<file path="src/qce_pkg.sv">
// Constants and types for the quadrature count evaluator.
package qce_pkg;
  localparam int unsigned QCE_CLK_FREQ_KHZ = 20000;
  localparam int unsigned QCE_PHASE_FREQ_MAX_KHZ = 500;
  localparam int unsigned QCE_DOUBLE_FREQ_MAX_KHZ = 1000;
  localparam int unsigned QCE_QUAD_FREQ_MAX_KHZ = 2000;
  localparam int unsigned QCE_QUAD_EDGE_CYCLES =
    QCE_CLK_FREQ_KHZ / QCE_QUAD_FREQ_MAX_KHZ;
  localparam int unsigned QCE_COUNT_W = 32;
  localparam int unsigned QCE_APB_AW = 8;
  localparam int unsigned QCE_SYNC_W = 3;
  localparam logic [7:0] QCE_CONFIG_OFS = 8'h00;
  localparam logic [7:0] QCE_CONTROL_OFS = 8'h04;
  localparam logic [7:0] QCE_STATUS_OFS = 8'h08;
  localparam logic [7:0] QCE_COUNT_OFS = 8'h0C;
  localparam logic [7:0] QCE_LATCH_OFS = 8'h10;
  localparam int unsigned QCE_CFG_MODE_LSB = 0;
  localparam int unsigned QCE_CFG_MODE_W = 2;
  localparam int unsigned QCE_CFG_FUNC_LSB = 2;
  localparam int unsigned QCE_CFG_FUNC_W = 3;
  localparam int unsigned QCE_CFG_GINV_BIT = 5;
  localparam int unsigned QCE_CFG_CNT_BIT = 6;
  localparam int unsigned QCE_CTL_GATE_BIT = 0;
  localparam int unsigned QCE_CTL_DIAG_BIT = 1;
  localparam int unsigned QCE_STS_SYNC_BIT = 0;
  localparam int unsigned QCE_STS_PERR_BIT = 1;
  localparam int unsigned QCE_STS_DIR_BIT = 2;
  localparam int unsigned QCE_STS_UP_BIT = 3;
  localparam int unsigned QCE_STS_DN_BIT = 4;
  localparam int unsigned QCE_STS_SIND_BIT = 5;
  localparam int unsigned QCE_STS_FAULT_BIT = 6;
  localparam int unsigned QCE_STS_INP_BIT = 7;
  typedef enum logic [1:0] {
    QCE_EVAL_SINGLE = 2'b00,
    QCE_EVAL_DOUBLE = 2'b01,
    QCE_EVAL_QUAD = 2'b10,
    QCE_EVAL_RSVD = 2'b11
  } qce_eval_mode_e;
  typedef enum logic [2:0] {
    QCE_DI_INPUT = 3'b000,
    QCE_DI_HARDWARE_GATE = 3'b001,
    QCE_DI_LATCH_RETRIG = 3'b010,
    QCE_DI_SYNC_RISE = 3'b011,
    QCE_DI_SYNC_ENABLE = 3'b100,
    QCE_DI_LATCH_RISE = 3'b101,
    QCE_DI_RSVD6 = 3'b110,
    QCE_DI_RSVD7 = 3'b111
  } qce_di_func_e;
  localparam qce_eval_mode_e QCE_MODE_RST = QCE_EVAL_SINGLE;
  localparam qce_di_func_e QCE_FUNC_RST = QCE_DI_INPUT;
  localparam logic QCE_BIT_RST = 1'b0;
  localparam logic QCE_DIR_RST = 1'b1;
  localparam logic [31:0] QCE_COUNT_RST = 32'h0000_0000;
endpackage : qce_pkg

</file>
<file path="src/qce_phase_if.sv">
// Phase levels, evaluation mode and count pulses between modules.
interface qce_phase_if;
  import qce_pkg::*;
  logic a_lvl;
  logic b_lvl;
  qce_eval_mode_e mode;
  logic up_pulse;
  logic down_pulse;
  modport eval (input a_lvl, input b_lvl, input mode,
                output up_pulse, output down_pulse);
  modport ctrl (output a_lvl, output b_lvl, output mode,
                input up_pulse, input down_pulse);
endinterface : qce_phase_if

</file>
<file path="src/qce_eval.sv">
// Phase edge evaluation into up and down count pulses.
module qce_eval (
  input wire logic sys_clk,
  input wire logic reset,
  qce_phase_if.eval phase
);
  import qce_pkg::*;
  logic a_prev_reg;
  logic b_prev_reg;
  logic up_reg;
  logic down_reg;
  logic up_next;
  logic down_next;
  logic a_edge;
  logic b_edge;
  logic ab_diff;

  assign a_edge = phase.a_lvl ^ a_prev_reg;
  assign b_edge = phase.b_lvl ^ b_prev_reg;
  assign ab_diff = phase.a_lvl ^ phase.b_lvl;
  assign phase.up_pulse = up_reg;
  assign phase.down_pulse = down_reg;

  // In quadruple evaluation both phases moving in one cycle is illegal quadrature and is dropped.
  always_comb begin
    up_next = 1'b0;
    down_next = 1'b0;
    case (phase.mode)
      QCE_EVAL_DOUBLE: begin
        if (a_edge) begin
          up_next = ab_diff;
          down_next = ~ab_diff;
        end
      end
      QCE_EVAL_QUAD: begin
        if (a_edge && !b_edge) begin
          up_next = ab_diff;
          down_next = ~ab_diff;
        end else if (b_edge && !a_edge) begin
          up_next = ~ab_diff;
          down_next = ab_diff;
        end
      end
      default: begin
        if (a_edge && !phase.b_lvl) begin
          up_next = phase.a_lvl;
          down_next = ~phase.a_lvl;
        end
      end
    endcase
  end

  always_ff @(posedge sys_clk or posedge reset) begin
    if (reset) begin
      a_prev_reg <= 1'b0;
      b_prev_reg <= 1'b0;
      up_reg <= 1'b0;
      down_reg <= 1'b0;
    end else begin
      a_prev_reg <= phase.a_lvl;
      b_prev_reg <= phase.b_lvl;
      up_reg <= up_next;
      down_reg <= down_next;
    end
  end
endmodule : qce_eval

</file>
<file path="src/qce_sync.sv">
// Three-stage input synchroniser with agreement filter.
module qce_sync #(
  parameter int unsigned WIDTH = 1
) (
  input wire logic sys_clk,
  input wire logic reset,
  input wire logic [WIDTH-1:0] din,
  output logic [WIDTH-1:0] dout
);
  logic [WIDTH-1:0] ff1_reg;
  logic [WIDTH-1:0] ff2_reg;
  logic [WIDTH-1:0] ff3_reg;
  logic [WIDTH-1:0] dout_reg;
  logic [WIDTH-1:0] agree;

  assign agree = ~(ff2_reg ^ ff3_reg);
  assign dout = dout_reg;

  always_ff @(posedge sys_clk or posedge reset) begin
    if (reset) begin
      ff1_reg <= '0;
      ff2_reg <= '0;
      ff3_reg <= '0;
      dout_reg <= '0;
    end else begin
      ff1_reg <= din;
      ff2_reg <= ff1_reg;
      ff3_reg <= ff2_reg;
      dout_reg <= (ff3_reg & agree) | (dout_reg & ~agree);
    end
  end
endmodule : qce_sync

</file>
<file path="src/qce_top.sv">
// Quadrature count evaluator with APB registers and status indicators.
module qce_top #(
  parameter int unsigned COUNT_W = qce_pkg::QCE_COUNT_W
) (
  input wire logic sys_clk,
  input wire logic reset,
  input wire logic psel,
  input wire logic penable,
  input wire logic pwrite,
  input wire logic [qce_pkg::QCE_APB_AW-1:0] paddr,
  input wire logic [31:0] pwdata,
  output logic [31:0] prdata,
  output logic pready,
  output logic pslverr,
  input wire logic phase_a,
  input wire logic phase_b,
  input wire logic switched_input,
  output logic count_up_indicator,
  output logic count_down_indicator,
  output logic sync_indicator,
  output logic group_fault_indicator,
  output logic input_indicator,
  output logic param_error
);
  import qce_pkg::*;

  qce_phase_if phase_bus ();

  logic [QCE_SYNC_W-1:0] pin_raw;
  logic [QCE_SYNC_W-1:0] pin_lvl;
  logic sw_lvl;
  logic sw_prev_reg;
  logic sw_rise;

  qce_eval_mode_e cfg_mode_reg;
  qce_di_func_e cfg_func_reg;
  logic cfg_gate_inv_reg;
  logic cfg_count_mode_reg;
  logic ctl_gate_reg;
  logic ctl_diag_reg;
  logic param_assigned_reg;
  logic param_err_reg;
  logic param_err_next;

  logic [COUNT_W-1:0] count_reg;
  logic [COUNT_W-1:0] latch_reg;
  logic dir_up_reg;
  logic sync_done_flag;
  logic gate_open;
  logic count_up;
  logic count_down;
  logic sync_evt;
  logic retrig_evt;
  logic latch_evt;

  logic up_ind_reg;
  logic dn_ind_reg;
  logic sync_ind_reg;
  logic fault_ind_reg;
  logic input_ind_reg;

  logic addr_hit;
  logic wr_en;
  logic rd_setup;
  logic sts_clr;
  logic [31:0] rd_data;
  logic [31:0] prdata_reg;

  assign pin_raw = {switched_input, phase_b, phase_a};

  qce_sync #(
    .WIDTH(QCE_SYNC_W)
  ) qce_sync_i (
    .sys_clk(sys_clk),
    .reset(reset),
    .din(pin_raw),
    .dout(pin_lvl)
  );

  assign phase_bus.a_lvl = pin_lvl[0];
  assign phase_bus.b_lvl = pin_lvl[1];
  assign phase_bus.mode = cfg_mode_reg;
  assign sw_lvl = pin_lvl[2];

  qce_eval qce_eval_i (
    .sys_clk(sys_clk),
    .reset(reset),
    .phase(phase_bus.eval)
  );

  // APB decode: zero wait states, misaligned or unknown addresses error.
  always_comb begin
    case (paddr)
      QCE_CONFIG_OFS: addr_hit = 1'b1;
      QCE_CONTROL_OFS: addr_hit = 1'b1;
      QCE_STATUS_OFS: addr_hit = 1'b1;
      QCE_COUNT_OFS: addr_hit = 1'b1;
      QCE_LATCH_OFS: addr_hit = 1'b1;
      default: addr_hit = 1'b0;
    endcase
  end

  assign wr_en = psel && penable && pwrite && addr_hit;
  assign rd_setup = psel && !penable && !pwrite;
  assign sts_clr = wr_en && (paddr == QCE_STATUS_OFS)
    && pwdata[QCE_STS_SYNC_BIT];
  assign pready = 1'b1;
  assign pslverr = psel && penable && !addr_hit;
  assign prdata = prdata_reg;

  always_ff @(posedge sys_clk or posedge reset) begin
    if (reset) begin
      cfg_mode_reg <= QCE_MODE_RST;
      cfg_func_reg <= QCE_FUNC_RST;
      cfg_gate_inv_reg <= QCE_BIT_RST;
      cfg_count_mode_reg <= QCE_BIT_RST;
      param_assigned_reg <= QCE_BIT_RST;
    end else if (wr_en && paddr == QCE_CONFIG_OFS) begin
      cfg_mode_reg <= qce_eval_mode_e'(
        pwdata[QCE_CFG_MODE_LSB +: QCE_CFG_MODE_W]);
      cfg_func_reg <= qce_di_func_e'(
        pwdata[QCE_CFG_FUNC_LSB +: QCE_CFG_FUNC_W]);
      cfg_gate_inv_reg <= pwdata[QCE_CFG_GINV_BIT];
      cfg_count_mode_reg <= pwdata[QCE_CFG_CNT_BIT];
      param_assigned_reg <= 1'b1;
    end
  end

  always_ff @(posedge sys_clk or posedge reset) begin
    if (reset) begin
      ctl_gate_reg <= QCE_BIT_RST;
      ctl_diag_reg <= QCE_BIT_RST;
    end else if (wr_en && paddr == QCE_CONTROL_OFS) begin
      ctl_gate_reg <= pwdata[QCE_CTL_GATE_BIT];
      ctl_diag_reg <= pwdata[QCE_CTL_DIAG_BIT];
    end
  end

  // Reserved mode and function codes are treated as faulty settings too.
  always_comb begin
    param_err_next = 1'b0;
    if (cfg_gate_inv_reg && cfg_func_reg != QCE_DI_HARDWARE_GATE) begin
      param_err_next = 1'b1;
    end
    if (cfg_mode_reg == QCE_EVAL_RSVD) begin
      param_err_next = 1'b1;
    end
    if (cfg_func_reg == QCE_DI_RSVD6 || cfg_func_reg == QCE_DI_RSVD7) begin
      param_err_next = 1'b1;
    end
  end

  always_ff @(posedge sys_clk or posedge reset) begin
    if (reset) begin
      param_err_reg <= QCE_BIT_RST;
    end else begin
      param_err_reg <= param_err_next;
    end
  end

  always_ff @(posedge sys_clk or posedge reset) begin
    if (reset) begin
      sw_prev_reg <= QCE_BIT_RST;
    end else begin
      sw_prev_reg <= sw_lvl;
    end
  end

  assign sw_rise = sw_lvl && !sw_prev_reg;
  assign sync_evt = sw_rise && (cfg_func_reg == QCE_DI_SYNC_RISE);
  assign retrig_evt = sw_rise && (cfg_func_reg == QCE_DI_LATCH_RETRIG);
  assign latch_evt = retrig_evt
    || (sw_rise && cfg_func_reg == QCE_DI_LATCH_RISE);

  // In gate mode the input level, after polarity, opens the gate.
  always_comb begin
    if (cfg_func_reg == QCE_DI_HARDWARE_GATE) begin
      gate_open = ctl_gate_reg && (sw_lvl ^ cfg_gate_inv_reg);
    end else begin
      gate_open = ctl_gate_reg;
    end
  end

  assign count_up = gate_open && phase_bus.up_pulse;
  assign count_down = gate_open && phase_bus.down_pulse;

  // A pulse every cycle is accepted, far above the fastest quadrature rate.
  always_ff @(posedge sys_clk or posedge reset) begin
    if (reset) begin
      count_reg <= COUNT_W'(QCE_COUNT_RST);
    end else if (sync_evt || retrig_evt) begin
      count_reg <= COUNT_W'(QCE_COUNT_RST);
    end else if (count_up) begin
      count_reg <= count_reg + 1'b1;
    end else if (count_down) begin
      count_reg <= count_reg - 1'b1;
    end
  end

  always_ff @(posedge sys_clk or posedge reset) begin
    if (reset) begin
      dir_up_reg <= QCE_DIR_RST;
    end else if (count_up) begin
      dir_up_reg <= 1'b1;
    end else if (count_down) begin
      dir_up_reg <= 1'b0;
    end
  end

  always_ff @(posedge sys_clk or posedge reset) begin
    if (reset) begin
      latch_reg <= COUNT_W'(QCE_COUNT_RST);
    end else if (latch_evt) begin
      latch_reg <= count_reg;
    end
  end

  // A new synchronisation in the clearing cycle keeps the flag set.
  always_ff @(posedge sys_clk or posedge reset) begin
    if (reset) begin
      sync_done_flag <= QCE_BIT_RST;
    end else if (sync_evt) begin
      sync_done_flag <= 1'b1;
    end else if (sts_clr) begin
      sync_done_flag <= 1'b0;
    end
  end

  always_ff @(posedge sys_clk or posedge reset) begin
    if (reset) begin
      up_ind_reg <= QCE_BIT_RST;
      dn_ind_reg <= QCE_BIT_RST;
    end else begin
      up_ind_reg <= dir_up_reg && count_reg[0];
      dn_ind_reg <= !dir_up_reg && !count_reg[0];
    end
  end

  always_ff @(posedge sys_clk or posedge reset) begin
    if (reset) begin
      sync_ind_reg <= QCE_BIT_RST;
      fault_ind_reg <= QCE_BIT_RST;
      input_ind_reg <= QCE_BIT_RST;
    end else begin
      sync_ind_reg <= cfg_count_mode_reg && sync_done_flag;
      fault_ind_reg <= !param_assigned_reg || param_err_reg
        || ctl_diag_reg;
      input_ind_reg <= sw_lvl;
    end
  end

  assign count_up_indicator = up_ind_reg;
  assign count_down_indicator = dn_ind_reg;
  assign sync_indicator = sync_ind_reg;
  assign group_fault_indicator = fault_ind_reg;
  assign input_indicator = input_ind_reg;
  assign param_error = param_err_reg;

  always_comb begin
    rd_data = '0;
    case (paddr)
      QCE_CONFIG_OFS: begin
        rd_data[QCE_CFG_MODE_LSB +: QCE_CFG_MODE_W] = cfg_mode_reg;
        rd_data[QCE_CFG_FUNC_LSB +: QCE_CFG_FUNC_W] = cfg_func_reg;
        rd_data[QCE_CFG_GINV_BIT] = cfg_gate_inv_reg;
        rd_data[QCE_CFG_CNT_BIT] = cfg_count_mode_reg;
      end
      QCE_CONTROL_OFS: begin
        rd_data[QCE_CTL_GATE_BIT] = ctl_gate_reg;
        rd_data[QCE_CTL_DIAG_BIT] = ctl_diag_reg;
      end
      QCE_STATUS_OFS: begin
        rd_data[QCE_STS_SYNC_BIT] = sync_done_flag;
        rd_data[QCE_STS_PERR_BIT] = param_err_reg;
        rd_data[QCE_STS_DIR_BIT] = dir_up_reg;
        rd_data[QCE_STS_UP_BIT] = up_ind_reg;
        rd_data[QCE_STS_DN_BIT] = dn_ind_reg;
        rd_data[QCE_STS_SIND_BIT] = sync_ind_reg;
        rd_data[QCE_STS_FAULT_BIT] = fault_ind_reg;
        rd_data[QCE_STS_INP_BIT] = sw_lvl;
      end
      QCE_COUNT_OFS: begin
        rd_data[COUNT_W-1:0] = count_reg;
      end
      QCE_LATCH_OFS: begin
        rd_data[COUNT_W-1:0] = latch_reg;
      end
      default: begin
        rd_data = '0;
      end
    endcase
  end

  always_ff @(posedge sys_clk or posedge reset) begin
    if (reset) begin
      prdata_reg <= 32'h0000_0000;
    end else if (rd_setup) begin
      prdata_reg <= rd_data;
    end
  end
endmodule : qce_top

</file>
<file path="config.mk">
export PLATFORM = sky130hd
export DESIGN_NAME = qce_top
export DESIGN_NICKNAME = d
export VERILOG_FILES = /design/src/qce_pkg.sv /design/src/qce_phase_if.sv /design/src/qce_eval.sv /design/src/qce_sync.sv /design/src/qce_top.sv
export SDC_FILE = /design/constraint.sdc
export NUM_CORES = 1
export LEC_CHECK = 0
export ABC_AREA = 1
export BUFFER_PORTS_ARGS = -buffer_cell sky130_fd_sc_hd__buf_2
export CAP_MARGIN = 25
export CORE_UTILIZATION = 40
export CTS_BUF_LIST = sky130_fd_sc_hd__clkbuf_2
export CTS_CLUSTER_DIAMETER = 30
export DETAILED_ROUTE_END_ITERATION = 7
export GPL_TIMING_DRIVEN = 0
export PLACE_DENSITY_LB_ADDON = 0.3
export SYNTH_ARGS = -nofsm -noshare
export SYNTH_HDL_FRONTEND = slang
export SYNTH_SLANG_ARGS = --single-unit
</file>
<file path="constraint.sdc">
create_clock -name sys_clk -period 4.9 [get_ports sys_clk]
set_input_delay 0.245 -clock sys_clk [delete_from_list [all_inputs] [get_ports sys_clk]]
set_output_delay 0.245 -clock sys_clk [all_outputs]
set_load 0.005 [all_outputs]
</file>
==> impl_metrics.yaml <==
run_status:
  status: "finished clean"
power:
  leakage_nw: 5.01
  clkPwrFrac_pct: 24.3
  p_total_mw: 3.50
  power.internal_mw: 2.05
  power.switching_mw: 1.46
  max-vdd-ir-drop_v: 0.000147
  power_density_nw_per_um2: 388
  seqPwrFrac_pct: 33.7
  switching_share_pct: 41.6
  combPwrFrac_pct: 41.9
sta:
  skew_ns: 0.0274
  fin_hold_ws_ns: 0.0729
  slew_headroom_pct: 36.0
  drv_slew: 0
  setup_viol: 0
  fin_crit_sh_pct: 71.7
  tightest_slew_ns: 0.958
  post-route-min-period_ns: 3.51
  final_hold_viol_count: 0
  max_freq_ghz: 0.285
  rsz0062_at_grt: "false"
synthesis:
  synth.top_cell.area_share_pct: 40.9
  yosysWarnings: 0
  synth_edf_count: 0
  synth_top_cell_by_area: "dfrtp_1"
  synth_cells: 1124
  syn_area_sq_um: 7880
  synth_nets: 1213
  synth-seq-cells: 130
  synth_area_leaders: "dfrtp_1 (41%), nand2_1 (22%), inv_1 (8.2%)"
  ys.flop_type: "dfrtp_1"
  ys_seq_area_share_pct: 41.3
  post_synth.cell_area_avg_sq_um: 7.01
  synth.distinct_cells: 41
  async_reset_ff_share_pct: 100
drt:
  vias: 7093
  routed_wl_mm: 19.7
  ant_nets: 0
  drt_iter0_drc: 450
  wl_per_cell_microns: 13.2
  firstDrtPassIters: 5
  drt-vias-per-instance: 4.74
  drcViolationCount: 0
layout:
  multi_input_area_sq_um: 3840
  seqCellArea_sq_um: 3250
  drive_above_1_share_pct: 9.97
  final.fill_count: 1969
  final_cells: 1495
  utilization_pct: 47.5
  layout_common_cells: "nand2_1 (462), inv_1 (171), dfrtp_1 (129)"
  mostFrequentLayoutCell: "nand2_1"
  nets: 1310
  synthToLayoutAreaGrowth_pct: 14.6
place:
  io_buffer_count: 61
  placed_cells: 1446
  gp_congestion: 0.860
  place_hpwl_mm: 15.0
clocking:
  clk_path_buf_depth: 2
  path_clk_slew_ns: 0.20
  htreeDepth: 4
  numCtsBuffers: 17
  ctsResizeCount: 0
  clk_latency_ns: 0.72
  clock-sinks: 130
  cts-root-buf: "clkbuf_2"
  cts_setup_buffers: 0
  tritoncts: "done"
floorplanning:
  core.rowCount: 50
  io_pins: 88
  core-area_sq_um: 19000
  die_h_microns: 142
  fp.dieW_microns: 142
  initial_core_util_pct: 41.5
  die_area_sq_um: 20300
worst_setup_path:
  worstPathArrival_ns: 4.15
  crit_path_frequent_cell: "nand2_1"
  criticalPathCategory: "reg -> reg"
  path_cells: "xnor2_1 > nand2_2 > nand3_2 > ha_1 > nand2_1 > nor2_1 > nand3_1 > nand2_1 > nand2_1 > nand2_1 > nand2_1 > nand2_1 > nand2_1 > nand3_1 > nand2_1"
  slowest_delay_ns: 0.73
  crit_required_ns: 5.54
  path_delay_family: "simple AND/OR/NAND/NOR gates"
  crit_buf_inv: 0
  slowest_stage: "nand3_2"
  cp_max_fo: 40
  cp-start-kind: "register"
  crit_path_end_kind: "register"
global_route:
  antenna_found_initial: 1
  first_global_vias: 6660
  grt_start_max_net_pins: 68
  grt_usage_pct: 20.9
  grt-ovfl-total: 0
  grt_pass1_wl_mm: 32.9
worst_hold_path:
  min_from: "penable"
  hold_path_class: "in -> reg"
run:
  maxCapViolations: 0
## metal layers
| metal | track usage (%) | routed length, microns | share of wire, % |
|---|---|---|---|
| met1 | 28.6 | 9380 | 48 |
| met2 | 33.8 | 8850 | 45 |
| met3 | 3.90 | 1180 | 6.0 |
| met4 | 5.43 | 296 | 1.5 |
| met5 | 0 | 0 | 0 |
## cells by family after synthesis
group	count (synthesis)	share of synthesized area, %
AOI/OAI and AO/OA	136	9.44
xor gates and xnor gates	11	1.22
adders and majority gates	44	6.98
buffers and inverters	200	10.0
DFF	130	41.3
muxes	5	0.714
other	1	0.0476
and+or+nand+nor	597	30.3
## power groups by stage
stage / clock network (mW) / registers [mW] / logic [mW]
global route: 0.918 / 1.19 / 1.68
global placement: 0 / 1.20 / 1.42
floorplan: 0 / 1.18 / 1.10
finish: 0.853 / 1.18 / 1.47
detailed placement: 0 / 1.20 / 1.44
CTS: 0.872 / 1.18 / 1.46
## worst paths after layout
check | cells past startpoint | slack (ns) | end
min in group asynchronous | 3 | 0.13 | count_reg[26]
min | 4 | 0.07 | ctl_diag_reg
max reg2reg | 15 | 1.39 | count_reg[31]
min reg2reg | 0 | 0.38 | qce_sync_i.ff2_reg[1]
max | 15 | 1.39 | count_reg[31]
max in group asynchronous | 4 | 3.96 | dir_up_reg
## cell type report
class / instances / area share (%)
Antenna cell: 1 / 0.0277
Buffer: 23 / 1.36
Clock buffer: 17 / 0.942
Clock inverter: 15 / 2.62
Inverter: 177 / 7.44
Multi-Input combinational cell: 794 / 42.6
Sequential cell: 130 / 36.0
Tap cell: 260 / 3.60
Timing Repair Buffer: 78 / 5.46
## through the flow
stage	TNS, ns	setup slack (ns)	instance area [sq um]
2_1_floorplan	0	1.19	7880
3_3_place_gp	-57.12	-0.459	8510
3_5_place_dp	0	1.32	8550
4_1_cts	0	1.30	9030
5_1_grt	0	0.982	9040
6_report	0	1.39	9040
## cells in the mapped netlist, drive strengths merged, types with 8 or more instances
library cell,count
a21oi,25
buf,8
clkbuf,15
dfrtp,129
ha,40
inv,177
nand2,466
nand3,45
nor2,67
nor3,11
o21ai,87
o22ai,15
xnor2,10
## worst reg2reg max path, delay by kind of cell (launching register included)
| kind | cells | cell delay [ns] |
|---|---|---|
| and+or+nand+nor | 13 | 2.04 |
| adders and majority gates | 1 | 0.73 |
| DFF | 1 | 0.51 |
| xor gates and xnor gates | 1 | 0.18 |
## repair_timing
action,in CTS,in global routing
endpoints found under the setup margin,0,0
hold buffers,16,0
endpoints found under the hold margin,78,0
Power figures use the tool's default switching activity.
